`src/hw/dbgtr_params.svh`:
```
// timing and field constants of the debug trace block
`ifndef DBGTR_PARAMS_SVH
`define DBGTR_PARAMS_SVH
`define DBGTR_CLK_PERIOD_NS 40
`define DBGTR_TAG_HI 31
`define DBGTR_TAG_LO 11
`define DBGTR_IDX_HI 10
`define DBGTR_IDX_LO 4
`define DBGTR_SEL_HI 12
`define DBGTR_SEL_LO 11
`define DBGTR_WSEL_HI 3
`define DBGTR_WSEL_LO 2
`define DBGTR_ALIGN_ZERO 2'h0
`define DBGTR_RSVD_VALUE 2'h0
`define DBGTR_BUF_DEPTH 2
`endif

```
`src/hw/dbgtr_pkg.sv`:
```
// types of the debug trace block
package dbgtr_pkg;
    typedef enum logic [1:0] {
        dbgtr_miss_idle,
        dbgtr_miss_armed,
        dbgtr_miss_wait_read
    } dbgtr_miss_e;
    typedef logic [31:0] dbgtr_word_t;
endpackage

```
`src/hw/dbgtr_core.sv`:
```
// debug mode address display and forced instruction cache miss logic
`include "dbgtr_params.svh"

// Notes on behaviour
// - debug select high enables debug mode, while running and during reset.
// - in debug mode, idle bus cycles show fetch address, no address latch strobe.
// - index captured first, tag half a cycle later, then concatenated.
// - bus 31:11 tag 31:11, 10:4 index 10:4, 3:2 index 12:11.
// - bus 1:0 reserved; word-select lines 3:2 carry index 3:2.
// - instruction fetch index bits 1:0 are always zero.
// - coarse trace only; write/DMA branches may drop, no exception marker.
// - address shown during internal stalls may be wrong; flagged not valid.
// - forced-miss sampled on falling edge in debug mode; next fetch misses.
// - forced-miss never alters the valid bit written on refill.
module dbgtr_core (
    // clock and control
    input wire logic clock,
    input wire logic rst,
    input wire logic clk_en,

    // debug pins
    input wire logic debug_select,
    input wire logic forced_miss,

    // instruction cache lookup
    input wire logic fetch_valid,
    input wire logic [12:0] cache_index_bits,
    input wire logic [31:0] cache_tag,
    input wire logic internal_stall,

    // bus interface state
    input wire logic bus_idle,
    input wire logic bus_read_start,
    input wire logic [31:0] bus_ad_core,
    input wire logic [3:2] bus_wsel_core,
    input wire logic bus_ale_core,

    // cache refill
    input wire logic refill_valid_in,
    output logic refill_valid_out,

    // miss request towards fetch unit
    input wire logic fetch_taken,
    output logic force_miss_req,

    // multiplexed bus pins
    output logic [31:0] ad_out,
    output logic [3:2] wsel_out,
    output logic ale,
    output logic debug_active,
    output logic display_valid,

    // trace word stream
    output logic trace_valid,
    input wire logic trace_ready,
    output logic [31:0] trace_data
);
    // fetch address capture, rising edge index and falling edge tag
    logic [12:0] idx_q;
    logic [12:0] next_idx_q;
    logic [31:0] tag_q;
    logic [31:0] next_tag_q;

    // forced-miss sample and request state
    logic jam_fall;
    logic next_jam_fall;
    dbgtr_pkg::dbgtr_miss_e miss_st;
    dbgtr_pkg::dbgtr_miss_e next_miss_st;

    // registered bus pins
    logic [31:0] ad_q;
    logic [31:0] next_ad_q;
    logic [3:2] wsel_q;
    logic [3:2] next_wsel_q;
    logic ale_q;
    logic next_ale_q;

    // display qualifiers, registered with the bus word
    logic disp_q;
    logic next_disp_q;
    logic dbg_q;
    logic next_dbg_q;

    // two-entry trace buffer
    dbgtr_pkg::dbgtr_word_t buf_mem [0:`DBGTR_BUF_DEPTH-1];
    dbgtr_pkg::dbgtr_word_t next_buf_mem [0:`DBGTR_BUF_DEPTH-1];
    logic wr_ptr;
    logic next_wr_ptr;
    logic rd_ptr;
    logic next_rd_ptr;
    logic [1:0] count;
    logic [1:0] next_count;

    // combinational helpers
    logic display_now;
    dbgtr_pkg::dbgtr_word_t shown_word;
    logic push;
    logic pop;
    logic buf_ready;

    // debug select is a level: it works in reset too, so it is not gated by rst
    assign debug_active = debug_select;

    // index is sampled on the rising edge, tag on the falling edge after it
    always_comb begin
        next_idx_q = idx_q;
        if (fetch_valid) begin
            next_idx_q = {cache_index_bits[12:2], `DBGTR_ALIGN_ZERO};
        end
    end

    always_ff @(posedge clock) begin
        if (rst) begin
            idx_q <= 13'h0000;
        end else if (clk_en) begin
            idx_q <= next_idx_q;
        end
    end

    always_comb begin
        next_tag_q = cache_tag;
    end

    // gating by select here keeps a jam pin left high outside debug mode harmless
    always_comb begin
        next_jam_fall = forced_miss && debug_select;
    end

    // falling-edge capture keeps the half-cycle offset of the tag response
    always_ff @(negedge clock) begin
        if (rst) begin
            tag_q <= 32'h0000_0000;
        end else if (clk_en) begin
            tag_q <= next_tag_q;
        end
    end

    // jam pin margins are loose, so it is taken mid-cycle, away from the rising edge
    always_ff @(negedge clock) begin
        if (rst) begin
            jam_fall <= 1'b0;
        end else if (clk_en) begin
            jam_fall <= next_jam_fall;
        end
    end

    always_comb begin
        shown_word = 32'h0000_0000;
        shown_word[`DBGTR_TAG_HI:`DBGTR_TAG_LO] = tag_q[`DBGTR_TAG_HI:`DBGTR_TAG_LO];
        shown_word[`DBGTR_IDX_HI:`DBGTR_IDX_LO] = idx_q[`DBGTR_IDX_HI:`DBGTR_IDX_LO];
        shown_word[3:2] = idx_q[`DBGTR_SEL_HI:`DBGTR_SEL_LO];
        shown_word[1:0] = `DBGTR_RSVD_VALUE;
    end

    assign display_now = debug_select && bus_idle;

    // bus pins; ale stays low on display cycles so bus state machines do not start
    always_comb begin
        next_ad_q = bus_ad_core;
        next_wsel_q = bus_wsel_core;
        next_ale_q = bus_ale_core;
        next_dbg_q = debug_select;
        next_disp_q = 1'b0;
        if (display_now) begin
            next_ad_q = shown_word;
            next_wsel_q = idx_q[`DBGTR_WSEL_HI:`DBGTR_WSEL_LO];
            next_ale_q = 1'b0;
            // stalls give a stale address; only a coarse trace is offered
            next_disp_q = !internal_stall;
        end
    end

    always_ff @(posedge clock) begin
        if (rst) begin
            ad_q <= 32'h0000_0000;
            wsel_q <= 2'h0;
            ale_q <= 1'b0;
        end else if (clk_en) begin
            ad_q <= next_ad_q;
            wsel_q <= next_wsel_q;
            ale_q <= next_ale_q;
        end
    end

    // qualifiers travel with the word so the flag always matches what is on the pins
    always_ff @(posedge clock) begin
        if (rst) begin
            disp_q <= 1'b0;
            dbg_q <= 1'b0;
        end else if (clk_en) begin
            disp_q <= next_disp_q;
            dbg_q <= next_dbg_q;
        end
    end

    assign ad_out = ad_q;
    assign wsel_out = wsel_q;
    assign ale = ale_q;
    assign display_valid = disp_q && dbg_q;

    // forced miss: armed by a falling-edge sample, served by the next fetch
    always_comb begin
        next_miss_st = miss_st;
        case (miss_st)
            dbgtr_pkg::dbgtr_miss_idle: begin
                if (jam_fall && debug_select) begin
                    next_miss_st = dbgtr_pkg::dbgtr_miss_armed;
                end
            end
            dbgtr_pkg::dbgtr_miss_armed: begin
                if (!debug_select) begin
                    next_miss_st = dbgtr_pkg::dbgtr_miss_idle;
                end else if (fetch_taken) begin
                    next_miss_st = dbgtr_pkg::dbgtr_miss_wait_read;
                end
            end
            dbgtr_pkg::dbgtr_miss_wait_read: begin
                // a pin still high after the read re-arms, hence the advice to drop it early
                if (bus_read_start || !debug_select) begin
                    next_miss_st = dbgtr_pkg::dbgtr_miss_idle;
                end
            end
            default: begin
                next_miss_st = dbgtr_pkg::dbgtr_miss_idle;
            end
        endcase
    end

    always_ff @(posedge clock) begin
        if (rst) begin
            miss_st <= dbgtr_pkg::dbgtr_miss_idle;
        end else if (clk_en) begin
            miss_st <= next_miss_st;
        end
    end

    assign force_miss_req = (miss_st == dbgtr_pkg::dbgtr_miss_armed);
    assign refill_valid_out = refill_valid_in;

    // two-entry trace buffer; words shown while full are dropped, as the trace is coarse
    assign buf_ready = (count != 2'h2);
    assign push = display_valid && buf_ready;
    assign pop = trace_valid && trace_ready;

    always_comb begin
        next_buf_mem = buf_mem;
        if (push) begin
            next_buf_mem[wr_ptr] = ad_q;
        end
    end

    always_comb begin
        next_wr_ptr = wr_ptr;
        next_rd_ptr = rd_ptr;
        if (push) begin
            next_wr_ptr = ~wr_ptr;
        end
        if (pop) begin
            next_rd_ptr = ~rd_ptr;
        end
    end

    // a push and a pop in one cycle leave the fill level unchanged
    always_comb begin
        next_count = count;
        if (push && !pop) begin
            next_count = count + 2'h1;
        end else if (pop && !push) begin
            next_count = count - 2'h1;
        end
    end

    always_ff @(posedge clock) begin
        if (rst) begin
            buf_mem[0] <= 32'h0000_0000;
            buf_mem[1] <= 32'h0000_0000;
        end else if (clk_en) begin
            buf_mem <= next_buf_mem;
        end
    end

    // pointers and level freeze together with the words when the clock enable is low
    always_ff @(posedge clock) begin
        if (rst) begin
            wr_ptr <= 1'b0;
            rd_ptr <= 1'b0;
            count <= 2'h0;
        end else if (clk_en) begin
            wr_ptr <= next_wr_ptr;
            rd_ptr <= next_rd_ptr;
            count <= next_count;
        end
    end

    assign trace_valid = (count != 2'h0);
    assign trace_data = buf_mem[rd_ptr];
endmodule // dbgtr_core

```
`config.mk`:
```
export PLATFORM = sky130hd
export DESIGN_NAME = dbgtr_core
export DESIGN_NICKNAME = d
export VERILOG_FILES = /design/src/hw/dbgtr_pkg.sv /design/src/hw/dbgtr_core.sv
export VERILOG_INCLUDE_DIRS = /design/src /design/src/hw
export SDC_FILE = /design/constraint.sdc
export NUM_CORES = 1
export LEC_CHECK = 0
export BUFFER_PORTS_ARGS = -buffer_cell sky130_fd_sc_hd__buf_2
export CAP_MARGIN = 25
export CORE_UTILIZATION = 54
export DETAILED_ROUTE_END_ITERATION = 10
export PLACE_DENSITY = 0.85
export SETUP_SLACK_MARGIN = 0.5
export SLEW_MARGIN = 20
export SYNTH_ARGS = -nofsm -noshare
export SYNTH_HDL_FRONTEND = slang
export SYNTH_SLANG_ARGS = --single-unit
```
`constraint.sdc`:
```
create_clock -name clock -period 3.8 [get_ports clock]
set_clock_uncertainty 0.15 [all_clocks]
set_input_delay 0 -clock clock [delete_from_list [all_inputs] [get_ports clock]]
set_output_delay 0 -clock clock [all_outputs]
set_load 0.03 [all_outputs]
```
==> summary.md <==
| Metric | Value |
|---|---|
| Drt wl/cell | `17.5 um` |
| Required time worst endpoint | `2.04 ns` |
| DIE HEIGHT | `108 um` |
| Core area | `10900 sq um` |
| RR Startpoint | `tag_q[23]` |
| Share of layout cells above drive strength 1 | `25.9%` |
| Crit Path Category | `input port to flop` |
| First-pass GRT wire length | `28000 um` |
| Hold-fix buffer count after cts | `69` |
| PwrDens | `443 nW/um^2` |
| Final instance area | `8210 sq um` |
| Vias per cell | `5.60` |
| Gr ovfl total | `0` |
| Least-Margin Pin Slew | `0.827 ns` |
| Die area | `11700 sq um` |
| N_diodes | `0` |
| Hpwl dp | `10300 um` |
| Final setup fails | `0` |
| Min-delay worst type | `input port to flop` |
| CTS sink cnt | `140` |
| Clock buffer depth | `2` |
| Die Span X | `108 um` |
| Crit path DAT | `1.41 ns` |
| Max-slew violations | `0` |
| Synth top area share | `45.9%` |
| Synth Area in Compound Gates | `6.97%` |
| Largest family of logic cells by synthesized area | `simple AND/OR/NAND/NOR gates` |
| Post-route DRC | `0` |
| Vias in the first global route | `5683` |
| Routability Congestion | `0.816` |
| Syn avg cell area | `9.50 sq um` |
| Post-synth EDFFs | `0` |
| RSZ-0062 raised after global routing | `false` |
| Crit path max fanout | `43` |
| Detailed-route wire length | `17700 um` |
| Root Buffer | `clkbuf_16` |
| I/O pin count | `164` |
| Yosys reg bits | `140` |
| CP Launch Point | `clk_en` |
| Multiplexer area fraction after synthesis | `20.0%` |
| Max_cap viols | `0` |
| Synth async-reset ratio | `0%` |
| Syn Nets | `736` |
| Port bufs | `148` |
| H-tree level count | `4` |
| Sequential area share after synthesis | `45.9%` |
| Reg clk slew, reported paths | `0.06 ns` |
| DRT Pass-1 Iters | `7` |
| Post-CTS setup buffers | `0` |
| Post-synth top area cell | `dfxtp_1` |
| Fill count | `698` |
| Synth Flop Type | `dfxtp_1` |
| Pin count of the biggest net entering global routing | `68` |
| Antenna Nets Post-Route | `0` |
| Yosys warning count | `0` |
| Netlist area before placement | `6110 sq um` |
| Final hold vios | `0` |
| Drt first-iter violations | `422` |
| Vias | `5640` |
| Total GRT Usage | `31.1%` |
| Placed inst area | `6860 sq um` |
| Num rows | `38` |
| TritonCTS buffer count | `17` |
| Initial antenna violation count | `0` |
| Post-synthesis xor/xnor area fraction | `0.430%` |
| Status | `finished, final reports clean` |
| # nets final | `948` |
| Worst skew pair latency | `0.45 ns` |
| Crit end category | `flop` |
| Starting Density | `55.8%` |
| CTS tree | `yes` |
| Synth Area in Adders | `0.205%` |
| Hold_sp | `debug_select` |
| CP Launch Type | `input port` |
| Cts repair resizes | `0` |
| Leakage power | `3.75 nW` |
| Simple-gate portion of the synthesized area | `22.0%` |
| Syn Inst Count | `643` |
| Setup TNS | `0 ns` |
| Ranking of synthesized cells by area | `dfxtp_1, mux2i_1, nand2b_1` |
| Area delta synth->final | `34.4%` |
| Post-synthesis cell type count | `37` |
| Rel. slew slack | `44.8%` |
| Worst VDD drop | `0.000360 V` |
==> final timing paths <==
check	endpoint	slack (ns)	depth (start not counted)
max	jam_fall	0.64	5
min	ad_out[16]	0.04	4
max reg2reg	ad_out[23]	0.77	2
min reg2reg	buf_mem[39]	0.32	2
==> cell families (layout without fill, tap and decap cells) <==
family,count (synthesis),count (layout)
adder cells (fa/ha/maj),1,1
AND/OR/NAND/NOR,266,266
buffers and inverters,58,283
flip-flops,140,140
multiplexers,118,118
AO/OA/AOI/OAI,57,57
XOR/XNOR,3,3
==> critical path, cell delays in order <==
cell           delay (ns)
dlygate4sd3_1        0.53
buf_4                0.49
inv_4                0.16
nand2_1              0.13
a21oi_1              0.08
==> Yosys cell counts, types with 2 or more instances <==
| cell | count |
|---|---|
| buf_2 | 10 |
| nor2b_1 | 2 |
| nand2_1 | 63 |
| buf_6 | 3 |
| clkbuf_1 | 30 |
| nand3_1 | 36 |
| dfxtp_1 | 140 |
| inv_1 | 2 |
| mux2_2 | 32 |
| buf_1 | 6 |
| a21oi_1 | 18 |
| xnor2_1 | 2 |
| buf_4 | 6 |
| a311oi_1 | 32 |
| mux2i_1 | 86 |
| nand2b_1 | 97 |
| nor2_1 | 58 |
==> flip-flops by register name (all words and copies together), names as in the netlist <==
name / count
ad_out: 32
ale: 1
buf_mem: 64
count: 2
dbg_q: 1
disp_q: 1
idx_q: 11
jam_fall: 1
miss_st: 2
rd_ptr: 1
tag_q: 21
wr_ptr: 1
wsel_out: 2
==> cell usage in the layout, fill, tap and decap left out, types with 2 or more instances in the layout <==
master / netlist / routed
nor2_1: 58 / 58
inv_1: 2 / 23
mux2i_1: 86 / 86
dlygate4sd3_1: 0 / 69
a311oi_1: 32 / 32
clkinvlp_2: 0 / 2
clkbuf_16: 0 / 17
clkinv_4: 0 / 3
mux2_2: 32 / 32
bufinv_16: 0 / 2
nand2_1: 63 / 63
nor2b_1: 2 / 2
buf_4: 6 / 11
dfxtp_1: 140 / 140
nand3_1: 36 / 36
buf_2: 10 / 146
clkinvlp_4: 0 / 5
a21oi_1: 18 / 18
nand2b_1: 97 / 97
xnor2_1: 2 / 2
==> final cells by class <==
type / count / area, sq um / area share [%]
sequential: 140 / 2800 / 34.1
clock buffer: 19 / 443 / 5.40
timing repair buffer: 227 / 1530 / 18.7
multi-input combinational: 445 / 3030 / 36.9
inverter: 2 / 10.0 / 0.122
clock inverter: 35 / 220 / 2.68
tap: 140 / 175 / 2.13
==> report_power, final <==
part | total (mW) | switching [mW] | internal, mW
combinational | 0.375 | 0.213 | 0.162
sequential | 1.56 | 0.0415 | 1.52
clock | 1.70 | 0.691 | 1.01
==> metrics by stage <==
stage / setup slack, ns / total power [mW] / cells / utilization, % / hold WS (ns)
after detailed placement: 0.808 / 1.93 / 886 / 62.7 / -0.150
final: 0.637 / 3.63 / 1008 / 75.1 / 0.0352
after CTS: 0.720 / 3.62 / 1008 / 75.1 / 0.00287
after floorplan: 0.809 / 1.82 / 643 / - / -0.0183
after global routing: 0.598 / 3.75 / 1008 / 75.1 / 0.0539
after global placement: 0.857 / 1.91 / 885 / 62.5 / -0.150
==> routing by layer <==
layer	global-route usage (%)	up-vias	share of wire, %
li1	-	2614	-
met1	37.2	2647	41
met2	51.7	299	49
met3	6.15	80	5.9
met4	18.8	0	4.4
met5	0	-	0
No activity file was read; power rests on OpenSTA's default activity.
